## config.mk

```make
export PLATFORM = sky130hd
export DESIGN_NAME = iq_phase_corr_output_delay
export DESIGN_NICKNAME = d
export VERILOG_FILES = /design/src/iq_corr_pkg.sv /design/src/iq_phase_corr_output_delay.sv /design/src/sample_fifo.sv
export SDC_FILE = /design/constraint.sdc
export NUM_CORES = 2
export LEC_CHECK = 0
export BUFFER_PORTS_ARGS = -buffer_cell sky130_fd_sc_hd__buf_2
export CORE_UTILIZATION = 55
export CTS_CLUSTER_SIZE = 16
export DETAILED_ROUTE_END_ITERATION = 12
export PLACE_DENSITY = 0.85
export SYNTH_ARGS = -nofsm -noshare
export SYNTH_HDL_FRONTEND = slang
export SYNTH_SLANG_ARGS = --single-unit
```

## constraint.sdc

```tcl
create_clock -name aclk -period 7.2 [get_ports aclk]
set_clock_uncertainty 0.05 [all_clocks]
set_input_delay 0.36 -clock aclk [delete_from_list [all_inputs] [get_ports aclk]]
set_output_delay 0.36 -clock aclk [all_outputs]
set_load 0.02 [all_outputs]
```

## src/iq_corr_pkg.sv

```systemverilog
package iq_corr_pkg;
    // Register indices; byte address is four times the index
    localparam logic [7:0] IDX_I_GAIN      = 8'h0c;
    localparam logic [7:0] IDX_Q_GAIN      = 8'h0d;
    localparam logic [7:0] IDX_RSVD_0E     = 8'h0e;
    localparam logic [7:0] IDX_OUT_LAT     = 8'h0f;
    localparam logic [7:0] IDX_PHASE       = 8'h10;
    localparam logic [7:0] IDX_SYNC_CTRL   = 8'h20;
    localparam logic [7:0] IDX_ACT_STATUS  = 8'h21;
    localparam logic [7:0] IDX_ACT_GAINS   = 8'h22;

    localparam logic [7:0] ADDR_I_GAIN     = {IDX_I_GAIN[5:0], 2'b00};
    localparam logic [7:0] ADDR_Q_GAIN     = {IDX_Q_GAIN[5:0], 2'b00};
    localparam logic [7:0] ADDR_RSVD_0E    = {IDX_RSVD_0E[5:0], 2'b00};
    localparam logic [7:0] ADDR_OUT_LAT    = {IDX_OUT_LAT[5:0], 2'b00};
    localparam logic [7:0] ADDR_PHASE      = {IDX_PHASE[5:0], 2'b00};
    localparam logic [7:0] ADDR_SYNC_CTRL  = {IDX_SYNC_CTRL[5:0], 2'b00};
    localparam logic [7:0] ADDR_ACT_STATUS = {IDX_ACT_STATUS[5:0], 2'b00};
    localparam logic [7:0] ADDR_ACT_GAINS  = {IDX_ACT_GAINS[5:0], 2'b00};

    // Reset values
    localparam logic [15:0] RST_GAIN       = 16'h0400;
    localparam logic [15:0] RST_RSVD_0E    = 16'h0400;
    localparam logic [15:0] RST_OUT_LAT    = 16'h0400;
    localparam logic [15:0] RST_PHASE      = 16'h0000;

    // Field layout
    localparam int          GAIN_W         = 11;
    localparam int          GAIN_FRAC      = 10;
    localparam int          PHASE_W        = 12;
    localparam int          PHASE_FRAC     = 12;
    localparam int          DLY_LSB        = 14;
    localparam int          DLY_W          = 2;
    localparam int          MAX_DLY        = 3;
    localparam logic [15:0] GAIN_WR_MASK   = 16'h07ff;
    localparam logic [15:0] PHASE_WR_MASK  = 16'h3fff;
    localparam logic [15:0] OUT_LAT_WR_MASK = 16'hc000;
    localparam int          SYNC_EN_BIT    = 0;
    localparam int          SYNC_TRIG_BIT  = 1;

    // AXI responses
    localparam logic [1:0]  RESP_OKAY      = 2'b00;
    localparam logic [1:0]  RESP_SLVERR    = 2'b10;
endpackage

```

## src/iq_phase_corr_output_delay.sv

```systemverilog
`timescale 1ns/10ps
module iq_phase_corr_output_delay #(
    parameter int SAMPLE_W   = 16,
    parameter int FIFO_DEPTH = 16
) (
    input  wire logic                  aclk,
    input  wire logic                  aresetn,
    input  wire logic [7:0]            s_axi_awaddr,
    input  wire logic [2:0]            s_axi_awprot,
    input  wire logic                  s_axi_awvalid,
    output      logic                  s_axi_awready,
    input  wire logic [31:0]           s_axi_wdata,
    input  wire logic [3:0]            s_axi_wstrb,
    input  wire logic                  s_axi_wvalid,
    output      logic                  s_axi_wready,
    output      logic [1:0]            s_axi_bresp,
    output      logic                  s_axi_bvalid,
    input  wire logic                  s_axi_bready,
    input  wire logic [7:0]            s_axi_araddr,
    input  wire logic [2:0]            s_axi_arprot,
    input  wire logic                  s_axi_arvalid,
    output      logic                  s_axi_arready,
    output      logic [31:0]           s_axi_rdata,
    output      logic [1:0]            s_axi_rresp,
    output      logic                  s_axi_rvalid,
    input  wire logic                  s_axi_rready,
    input  wire logic                  ext_sync,
    input  wire logic                  in_valid,
    output      logic                  in_ready,
    input  wire logic [SAMPLE_W-1:0]   in_a,
    input  wire logic [SAMPLE_W-1:0]   in_b,
    output      logic                  out_valid,
    input  wire logic                  out_ready,
    output      logic [SAMPLE_W-1:0]   out_a,
    output      logic [SAMPLE_W-1:0]   out_b
);
    localparam int GW    = iq_corr_pkg::GAIN_W;
    localparam int PW    = iq_corr_pkg::PHASE_W;
    localparam int PROD_W = SAMPLE_W + GW + 1;
    localparam int SUM_W = SAMPLE_W + 3;
    localparam int LVL_W = $clog2(FIFO_DEPTH) + 1;

    // Write channel holding and read response registers
    logic            aw_held_reg;
    logic [7:0]      aw_addr_reg;
    logic            w_held_reg;
    logic [31:0]     w_data_reg;
    logic [3:0]      w_strb_reg;
    logic            bvalid_reg;
    logic [1:0]      bresp_reg;
    logic            rvalid_reg;
    logic [1:0]      rresp_reg;
    logic [31:0]     rdata_reg;

    // Configuration storage
    logic [15:0]     i_gain_register_reg;
    logic [15:0]     q_gain_register_reg;
    logic [15:0]     out_lat_reg;
    logic [15:0]     phase_correction_register_reg;
    logic            autosync_en_reg;
    logic [GW-1:0]   act_i_gain_reg;
    logic [GW-1:0]   act_q_gain_reg;
    logic [PW-1:0]   act_phase_reg;
    logic [7:0]      sync_count_reg;

    // External sync synchroniser
    logic            ext_sync_meta_reg;
    logic            ext_sync_sync_reg;
    logic            ext_sync_prev_reg;

    // Datapath
    logic [SAMPLE_W-1:0] a0_reg;
    logic [SAMPLE_W-1:0] b0_reg;
    logic                v0_reg;
    logic [SAMPLE_W-1:0] a_dly_reg [iq_corr_pkg::MAX_DLY];
    logic [SAMPLE_W-1:0] b_dly_reg [iq_corr_pkg::MAX_DLY];
    logic                v_dly_reg [iq_corr_pkg::MAX_DLY];

    // Decode wires
    wire             do_write  = aw_held_reg && w_held_reg && !bvalid_reg;
    wire  [7:0]      wa        = aw_addr_reg;
    wire             wr_igain  = do_write && (wa == iq_corr_pkg::ADDR_I_GAIN);
    wire             wr_qgain  = do_write && (wa == iq_corr_pkg::ADDR_Q_GAIN);
    wire             wr_rsvd   = do_write && (wa == iq_corr_pkg::ADDR_RSVD_0E);
    wire             wr_outlat = do_write && (wa == iq_corr_pkg::ADDR_OUT_LAT);
    wire             wr_phase  = do_write && (wa == iq_corr_pkg::ADDR_PHASE);
    wire             wr_sync   = do_write && (wa == iq_corr_pkg::ADDR_SYNC_CTRL);
    wire             wr_ro     = do_write && ((wa == iq_corr_pkg::ADDR_ACT_STATUS) ||
                                              (wa == iq_corr_pkg::ADDR_ACT_GAINS));
    wire             wr_hit    = wr_igain || wr_qgain || wr_rsvd || wr_outlat || wr_phase || wr_sync || wr_ro;
    wire  [15:0]     be_mask   = {{8{w_strb_reg[1]}}, {8{w_strb_reg[0]}}};
    wire  [15:0]     wd        = w_data_reg[15:0];
    wire             ar_take   = s_axi_arvalid && s_axi_arready;
    wire             ext_pulse = ext_sync_sync_reg && !ext_sync_prev_reg;
    wire             trig_wr   = wr_sync && w_strb_reg[0] && wd[iq_corr_pkg::SYNC_TRIG_BIT];
    wire             auto_sync = wr_phase && autosync_en_reg;
    wire             sync_evt  = auto_sync || trig_wr || ext_pulse;

    // Merge a write into a register under byte enables and a writable mask
    function automatic logic [15:0] merge(input logic [15:0] old, input logic [15:0] nw,
                                          input logic [15:0] be, input logic [15:0] wm);
        logic [15:0] m;
        m = be & wm;
        merge = (old & ~m) | (nw & m);
    endfunction

    // Staged values, as they would be after this cycle's write
    wire  [15:0] phase_next  = wr_phase ? merge(phase_correction_register_reg, wd, be_mask,
                                                iq_corr_pkg::PHASE_WR_MASK) : phase_correction_register_reg;
    wire  [15:0] igain_next  = wr_igain ? merge(i_gain_register_reg, wd, be_mask,
                                                iq_corr_pkg::GAIN_WR_MASK) : i_gain_register_reg;
    wire  [15:0] qgain_next  = wr_qgain ? merge(q_gain_register_reg, wd, be_mask,
                                                iq_corr_pkg::GAIN_WR_MASK) : q_gain_register_reg;
    wire  [15:0] outlat_next = wr_outlat ? merge(out_lat_reg, wd, be_mask,
                                                 iq_corr_pkg::OUT_LAT_WR_MASK) : out_lat_reg;

    assign s_axi_awready = !aw_held_reg && !bvalid_reg;
    assign s_axi_wready  = !w_held_reg && !bvalid_reg;
    assign s_axi_bvalid  = bvalid_reg;
    assign s_axi_bresp   = bresp_reg;
    assign s_axi_arready = !rvalid_reg;
    assign s_axi_rvalid  = rvalid_reg;
    assign s_axi_rresp   = rresp_reg;
    assign s_axi_rdata   = rdata_reg;

    always_ff @(posedge aclk) begin
        if (!aresetn) begin
            aw_held_reg <= 1'b0;
            aw_addr_reg <= '0;
        end else if (s_axi_awvalid && s_axi_awready) begin
            aw_held_reg <= 1'b1;
            aw_addr_reg <= s_axi_awaddr;
        end else if (do_write) begin
            aw_held_reg <= 1'b0;
        end
    end

    always_ff @(posedge aclk) begin
        if (!aresetn) begin
            w_held_reg <= 1'b0;
            w_data_reg <= '0;
            w_strb_reg <= '0;
        end else if (s_axi_wvalid && s_axi_wready) begin
            w_held_reg <= 1'b1;
            w_data_reg <= s_axi_wdata;
            w_strb_reg <= s_axi_wstrb;
        end else if (do_write) begin
            w_held_reg <= 1'b0;
        end
    end

    always_ff @(posedge aclk) begin
        if (!aresetn) begin
            bvalid_reg <= 1'b0;
            bresp_reg  <= iq_corr_pkg::RESP_OKAY;
        end else if (do_write) begin
            bvalid_reg <= 1'b1;
            bresp_reg  <= wr_hit ? iq_corr_pkg::RESP_OKAY : iq_corr_pkg::RESP_SLVERR;
        end else if (s_axi_bready) begin
            bvalid_reg <= 1'b0;
        end
    end

    // Staged registers
    always_ff @(posedge aclk) begin
        if (!aresetn) begin
            i_gain_register_reg           <= iq_corr_pkg::RST_GAIN;
            q_gain_register_reg           <= iq_corr_pkg::RST_GAIN;
            out_lat_reg                   <= iq_corr_pkg::RST_OUT_LAT;
            phase_correction_register_reg <= iq_corr_pkg::RST_PHASE;
            autosync_en_reg               <= 1'b0;
        end else begin
            i_gain_register_reg           <= igain_next;
            q_gain_register_reg           <= qgain_next;
            out_lat_reg                   <= outlat_next;
            phase_correction_register_reg <= phase_next;
            if (wr_sync && w_strb_reg[0]) begin
                autosync_en_reg <= wd[iq_corr_pkg::SYNC_EN_BIT];
            end
        end
    end

    // Active settings, loaded together on a sync event
    always_ff @(posedge aclk) begin
        if (!aresetn) begin
            act_i_gain_reg <= iq_corr_pkg::RST_GAIN[GW-1:0];
            act_q_gain_reg <= iq_corr_pkg::RST_GAIN[GW-1:0];
            act_phase_reg  <= iq_corr_pkg::RST_PHASE[PW-1:0];
            sync_count_reg <= '0;
        end else if (sync_evt) begin
            act_i_gain_reg <= igain_next[GW-1:0];
            act_q_gain_reg <= qgain_next[GW-1:0];
            act_phase_reg  <= phase_next[PW-1:0];
            sync_count_reg <= sync_count_reg + 8'h01;
        end
    end

    // External sync pin
    always_ff @(posedge aclk) begin
        if (!aresetn) begin
            ext_sync_meta_reg <= 1'b0;
            ext_sync_sync_reg <= 1'b0;
            ext_sync_prev_reg <= 1'b0;
        end else begin
            ext_sync_meta_reg <= ext_sync;
            ext_sync_sync_reg <= ext_sync_meta_reg;
            ext_sync_prev_reg <= ext_sync_sync_reg;
        end
    end

    // Read path
    wire  [7:0]  ra        = s_axi_araddr;
    wire  [LVL_W-1:0] fifo_level;
    wire         rd_hit    = (ra == iq_corr_pkg::ADDR_I_GAIN) || (ra == iq_corr_pkg::ADDR_Q_GAIN) ||
                             (ra == iq_corr_pkg::ADDR_RSVD_0E) || (ra == iq_corr_pkg::ADDR_OUT_LAT) ||
                             (ra == iq_corr_pkg::ADDR_PHASE) || (ra == iq_corr_pkg::ADDR_SYNC_CTRL) ||
                             (ra == iq_corr_pkg::ADDR_ACT_STATUS) || (ra == iq_corr_pkg::ADDR_ACT_GAINS);
    wire  [31:0] status_w  = 32'({sync_count_reg, fifo_level, act_phase_reg});
    wire  [31:0] gains_w   = {5'h00, act_q_gain_reg, 5'h00, act_i_gain_reg};
    wire  [31:0] rd_mux    =
        (ra == iq_corr_pkg::ADDR_I_GAIN)     ? {16'h0000, i_gain_register_reg} :
        (ra == iq_corr_pkg::ADDR_Q_GAIN)     ? {16'h0000, q_gain_register_reg} :
        (ra == iq_corr_pkg::ADDR_RSVD_0E)    ? {16'h0000, iq_corr_pkg::RST_RSVD_0E} :
        (ra == iq_corr_pkg::ADDR_OUT_LAT)    ? {16'h0000, out_lat_reg} :
        (ra == iq_corr_pkg::ADDR_PHASE)      ? {16'h0000, phase_correction_register_reg} :
        (ra == iq_corr_pkg::ADDR_SYNC_CTRL)  ? {31'h00000000, autosync_en_reg} :
        (ra == iq_corr_pkg::ADDR_ACT_STATUS) ? status_w :
        (ra == iq_corr_pkg::ADDR_ACT_GAINS)  ? gains_w : 32'h00000000;

    always_ff @(posedge aclk) begin
        if (!aresetn) begin
            rvalid_reg <= 1'b0;
            rresp_reg  <= iq_corr_pkg::RESP_OKAY;
            rdata_reg  <= '0;
        end else if (ar_take) begin
            rvalid_reg <= 1'b1;
            rresp_reg  <= rd_hit ? iq_corr_pkg::RESP_OKAY : iq_corr_pkg::RESP_SLVERR;
            rdata_reg  <= rd_mux;
        end else if (s_axi_rready) begin
            rvalid_reg <= 1'b0;
        end
    end

    // Correction arithmetic
    wire signed [SAMPLE_W-1:0] a_s     = in_a;
    wire signed [SAMPLE_W-1:0] b_s     = in_b;
    wire signed [GW:0]         gi_s    = {1'b0, act_i_gain_reg};
    wire signed [GW:0]         gq_s    = {1'b0, act_q_gain_reg};
    wire signed [PW-1:0]       ph_s    = act_phase_reg;
    wire signed [PROD_W-1:0]   a_gain  = a_s * gi_s;
    wire signed [PROD_W-1:0]   b_gain  = b_s * gq_s;
    wire signed [SAMPLE_W+PW-1:0] ph_prod = b_s * ph_s;
    wire signed [PROD_W-1:0]   a_gsh   = a_gain >>> iq_corr_pkg::GAIN_FRAC;
    wire signed [PROD_W-1:0]   b_gsh   = b_gain >>> iq_corr_pkg::GAIN_FRAC;
    wire signed [SAMPLE_W+PW-1:0] ph_sh = ph_prod >>> iq_corr_pkg::PHASE_FRAC;
    wire signed [SUM_W-1:0]    a_sum   = SUM_W'(a_gsh) + SUM_W'(ph_sh);
    wire signed [SUM_W-1:0]    b_sum   = SUM_W'(b_gsh);

    // Saturate a wide sum to the sample width
    function automatic logic [SAMPLE_W-1:0] sat(input logic signed [SUM_W-1:0] v);
        logic signed [SUM_W-1:0] hi;
        logic signed [SUM_W-1:0] lo;
        hi = SUM_W'({1'b0, {(SAMPLE_W-1){1'b1}}});
        lo = -hi - SUM_W'(1);
        if (v > hi) begin
            sat = {1'b0, {(SAMPLE_W-1){1'b1}}};
        end else if (v < lo) begin
            sat = {1'b1, {(SAMPLE_W-1){1'b0}}};
        end else begin
            sat = v[SAMPLE_W-1:0];
        end
    endfunction

    // Pipeline advances only when the output buffer has room
    wire                  fifo_in_ready;
    wire                  advance = fifo_in_ready;
    localparam int        DLY_SEL_W = iq_corr_pkg::DLY_W;
    wire [DLY_SEL_W-1:0]  dly_sel;
    assign dly_sel  = out_lat_reg[iq_corr_pkg::DLY_LSB +: DLY_SEL_W];
    assign in_ready = advance;

    always_ff @(posedge aclk) begin
        if (!aresetn) begin
            v0_reg <= 1'b0;
            a0_reg <= '0;
            b0_reg <= '0;
        end else if (advance) begin
            v0_reg <= in_valid;
            a0_reg <= sat(a_sum);
            b0_reg <= sat(b_sum);
        end
    end

    genvar gi;
    generate
        for (gi = 0; gi < iq_corr_pkg::MAX_DLY; gi++) begin : g_dly
            always_ff @(posedge aclk) begin
                if (!aresetn) begin
                    v_dly_reg[gi] <= 1'b0;
                    a_dly_reg[gi] <= '0;
                    b_dly_reg[gi] <= '0;
                end else if (advance) begin
                    v_dly_reg[gi] <= (gi == 0) ? v0_reg : v_dly_reg[(gi == 0) ? 0 : gi - 1];
                    a_dly_reg[gi] <= (gi == 0) ? a0_reg : a_dly_reg[(gi == 0) ? 0 : gi - 1];
                    b_dly_reg[gi] <= (gi == 0) ? b0_reg : b_dly_reg[(gi == 0) ? 0 : gi - 1];
                end
            end
        end
    endgenerate

    // One tap serves both channels
    wire                  tap_v = (dly_sel == 2'd0) ? v0_reg : v_dly_reg[dly_sel - 2'd1];
    wire [SAMPLE_W-1:0]   tap_a = (dly_sel == 2'd0) ? a0_reg : a_dly_reg[dly_sel - 2'd1];
    wire [SAMPLE_W-1:0]   tap_b = (dly_sel == 2'd0) ? b0_reg : b_dly_reg[dly_sel - 2'd1];
    wire [2*SAMPLE_W-1:0] fifo_out;

    sample_fifo #(
        .WIDTH (2 * SAMPLE_W),
        .DEPTH (FIFO_DEPTH)
    ) u_fifo (
        .aclk      (aclk),
        .aresetn   (aresetn),
        .in_valid  (tap_v),
        .in_ready  (fifo_in_ready),
        .in_data   ({tap_a, tap_b}),
        .out_valid (out_valid),
        .out_ready (out_ready),
        .out_data  (fifo_out),
        .level     (fifo_level)
    );

    assign out_a = fifo_out[2*SAMPLE_W-1:SAMPLE_W];
    assign out_b = fifo_out[SAMPLE_W-1:0];
endmodule

```

## src/sample_fifo.sv

```systemverilog
`timescale 1ns/10ps
module sample_fifo #(
    parameter int WIDTH = 32,
    parameter int DEPTH = 16
) (
    input  wire logic             aclk,
    input  wire logic             aresetn,
    input  wire logic             in_valid,
    output      logic             in_ready,
    input  wire logic [WIDTH-1:0] in_data,
    output      logic             out_valid,
    input  wire logic             out_ready,
    output      logic [WIDTH-1:0] out_data,
    output      logic [$clog2(DEPTH):0] level
);
    localparam int AW = $clog2(DEPTH);

    logic [WIDTH-1:0] mem_reg [DEPTH];
    logic [AW-1:0]    wr_ptr_reg;
    logic [AW-1:0]    rd_ptr_reg;
    logic [AW:0]      count_reg;
    logic             push;
    logic             pop;

    assign in_ready  = (count_reg != DEPTH[AW:0]);
    assign out_valid = (count_reg != '0);
    assign push      = in_valid && in_ready;
    assign pop       = out_valid && out_ready;
    assign out_data  = mem_reg[rd_ptr_reg];
    assign level     = count_reg;

    always_ff @(posedge aclk) begin
        if (!aresetn) begin
            wr_ptr_reg <= '0;
            rd_ptr_reg <= '0;
            count_reg  <= '0;
        end else begin
            if (push) begin
                wr_ptr_reg <= (wr_ptr_reg == AW'(DEPTH - 1)) ? '0 : wr_ptr_reg + 1'b1;
            end
            if (pop) begin
                rd_ptr_reg <= (rd_ptr_reg == AW'(DEPTH - 1)) ? '0 : rd_ptr_reg + 1'b1;
            end
            if (push && !pop) begin
                count_reg <= count_reg + 1'b1;
            end else if (pop && !push) begin
                count_reg <= count_reg - 1'b1;
            end
        end
    end

    always_ff @(posedge aclk) begin
        if (push) begin
            mem_reg[wr_ptr_reg] <= in_data;
        end
    end
endmodule
```

==> impl_metrics.csv <==
group,metric,value,unit
synth,ys_seq_area_share,42.9,%
worst_setup_path,r2r_start,"act_phase_reg[2]",
die,num_rows,112,
placed_design,dpl.cell_count,5650,
grt,antenna_found_initial,9,
sta,final_max_slew_viol_count,0,
cells_and_area,final_cells,5847,
cts,cts_buffer_depth,3,
synth,synth_edf_count,610,
sta,rsz0062_at_grt,"true",
sta,post-route-worst-setup-slack,-0.0153,ns
synth,ys.flop_type,"edfxtp_1",
synth,synth.distinct_cells,79,
cts,cts.sinks,804,
worst_setup_path,r2r_end,"a0_reg[10]",
synth,synthArstFlopShare,0,%
synth,synth_area_per_cell,12.1,um^2
worst_setup_path,reg2reg_depth,29,
cts,cts_inserted_buffers,78,
worst_setup_path,cp_common_cell,"fa_1",
die,chipWidth,309,um
synth,post-synth-top-area-fraction,35.4,%
status,violations,"negative setup slack",
cells_and_area,area.growth.synth_to_final,13.3,%
sta,hold_violations,0,
cts,htree_levels,3,
cells_and_area,nFillCells,6601,
synth,synth.area.mux_share,8.36,%
cts,clk_pin_slew_worst_paths,0.06,ns
routing,vias,34400,
cts,cts_root_buf,"clkbuf_16",
synth,yosys.area.top_type,"edfxtp_1",
worst_setup_path,cp.required,7.67,ns
power_and_ir_drop,leakagePower,24.7,nW
routing,drtPass1Iterations,6,
worst_setup_path,crit_start,"act_phase_reg[2]",
worst_setup_path,critPathMaxStageDelay,0.60,ns
power_and_ir_drop,peakVddDrop,0.000390,V
routing,remaining_drc_errors,0,
sta,tightest_slew,1.31,ns
cells_and_area,largest_register_ffs,512,
cells_and_area,nets,5330,
cts,clk_latency,0.64,ns
placed_design,dp_hpwl,90500,um
worst_setup_path,crit_end,"a0_reg[10]",
min_path,hold_class,"in -> reg",
die,die_h,309,um
die,core,93200,um^2
synth,synthTopCellsByCount,"inv_1 (630), edfxtp_1 (610), nand2_1 (561)",
die,initial_core_util,55.5,%
synth,synth_area,51700,um^2
status,status,"finished, violations left",
sta,slew_headroom,12.9,%
worst_setup_path,worstSetupPathType,"reg -> reg",
synth,yosys.area_share.simple,10.4,%
power_and_ir_drop,power_density,311,nW/um^2
routing,drt_iter0_markers,3483,
routing,wl_per_cell,22.7,um
sta,max_freq,139,MHz
sta,setup_viol,3,
routing,via_per_inst,5.89,
grt,grtUsageTotal,28.3,%
sta,fin_tns_setup,-0.0293,ns
worst_setup_path,rrSetupSlack,-0.02,ns
synth,syn_inst,4262,
worst_setup_path,start_kind,"register",
routing,ant_nets,0,
die,die_area,95300,um^2
worst_setup_path,cp_max_fo,8,
grt,grt_start_max_net_pins,112,
routing,routed_wl,133000,um
sta,layout_min_cycle_time,7.22,ns
cts,cts_tree,"done",
grt,grt_first_pass_wirelength,205000,um
worst_setup_path,crit_path_top_delay_cell,"fa_1",
sta,fin_crit_sh,100,%
worst_setup_path,worstSetupEndpointType,"register",
synth,ys_top_cells_by_area,"edfxtp_1 (35%), fa_1 (19%), dfxtp_1 (7.5%)",
synth,yosysMostFrequentCell,"inv_1",
job,max_cap_violations,0,
synth,yosys.area_share.adder,24.1,%
placed_design,portBuffers,143,
min_path,hp-start,"in_valid",
synth,synth_xor_area_share,1.71,%
grt,grt-ovfl-total,0,
cells_and_area,drive_gt1_share,17.5,%
synth,ys_ff_latch,804,
cells_and_area,final_util,62.9,%
synth,synth_top_family_by_area,"adder cells",
synth,synth_compound_area_share,5.99,%
worst_setup_path,cp.arrival,7.68,ns
grt,grt_pass1_vias,36200,
die,io_pins,175,
synth,yosys_warnings,0,
placed_design,gp_congestion,0.908,
-- metrics by stage --
step / hold WS (ns) / setup WS [ns] / area [um^2] / total power [W]
floorplan: 0.362 / 0.0172 / 51800 / 0.0108
global placement: 0.372 / -0.301 / 55000 / 0.0128
detailed placement: 0.375 / -0.397 / 55000 / 0.0131
CTS: 0.00831 / -0.00969 / 58200 / 0.0176
global route: 0.0461 / -0.257 / 58600 / 0.0191
finish: 0.0308 / -0.0153 / 58600 / 0.0182
-- routing by layer --
metal | track usage [%] | vias up | routed length [um]
met5 | 0 | - | 38
met4 | 13.3 | 6 | 6960
met3 | 4.02 | 410 | 9670
met2 | 51.3 | 1806 | 69800
met1 | 32.9 | 17400 | 46200
li1 | - | 14800 | -
-- logic make-up after synthesis --
| family | Yosys count |
|---|---|
| compound gates | 441 |
| xor+xnor | 101 |
| fa+ha+maj | 699 |
| buf+inv | 872 |
| flops | 804 |
| mux | 232 |
| other cells | 1 |
| simple gates | 1112 |
-- worst max-delay path: cells and delay by family, from the launching register on --
kind / cells / cell delay, ns
fa+ha+maj: 7 / 3.08
compound gates: 12 / 2.36
flops: 1 / 0.38
simple gates: 5 / 0.73
buf+inv: 5 / 0.50
-- worst min-delay path by stage --
stage | to | slack [ns] | cells after the start
2_1_floorplan | ext_sync_sync_reg | 0.36 | 1
3_3_place_gp | ext_sync_sync_reg | 0.37 | 1
3_5_place_dp | ext_sync_sync_reg | 0.37 | 1
4_1_cts | v0_reg | 0.008 | 3
5_1_grt | v0_reg | 0.05 | 3
6_report | v0_reg | 0.03 | 3
-- cell type report --
| type | instances | area, um^2 | area share [%] |
|---|---|---|---|
| antenna | 1 | 2.50 | 0.00427 |
| clock buffer | 99 | 2140 | 3.66 |
| clock inverter | 42 | 538 | 0.918 |
| inverter | 630 | 2370 | 4.04 |
| multi-input combinational | 2593 | 26700 | 45.6 |
| sequential | 804 | 22300 | 38.0 |
| tap | 1254 | 1570 | 2.68 |
| timing repair buffer | 424 | 2990 | 5.10 |
-- cell usage in the layout, fill, tap and decap left out, drive strengths merged, types with 25 or more instances in the layout --
master       Yosys  final
mux2i           72     72
dlygate4sd3      0     31
a21oi           77     78
a221o           25     25
clkinv           0     25
and2           224    224
nor2            70     70
edfxtp         610    610
inv            630    637
o211a           37     37
o21ai          125    125
buf             52    393
mux4           160    160
nand2          561    561
dfxtp          194    194
a21boi          38     38
nor2b           55     55
a21o            25     25
and3           108    108
fa             498    498
ha             201    201
clkbuf         190     99
xnor2           75     75
xor2            26     26
-- report_power, final --
part           leakage (nW)  switching (W)  internal [W]
Clock                  1.31        0.00184       0.00243
Combinational          16.0        0.00421       0.00352
Sequential             7.43       0.000375       0.00584
Total                  24.7        0.00643        0.0118
-- timing repair --
action | 4_1_cts | 5_1_grt
gates resized for setup | 32 | 92
endpoints found under the hold margin | 31 | 0
endpoints found under the setup margin | 15 | 16
cloned | 1 | 0
setup buffers | 8 | 19
hold buffers | 31 | 0
pin swaps | 17 | 55
Power figures use the tool's default switching activity.
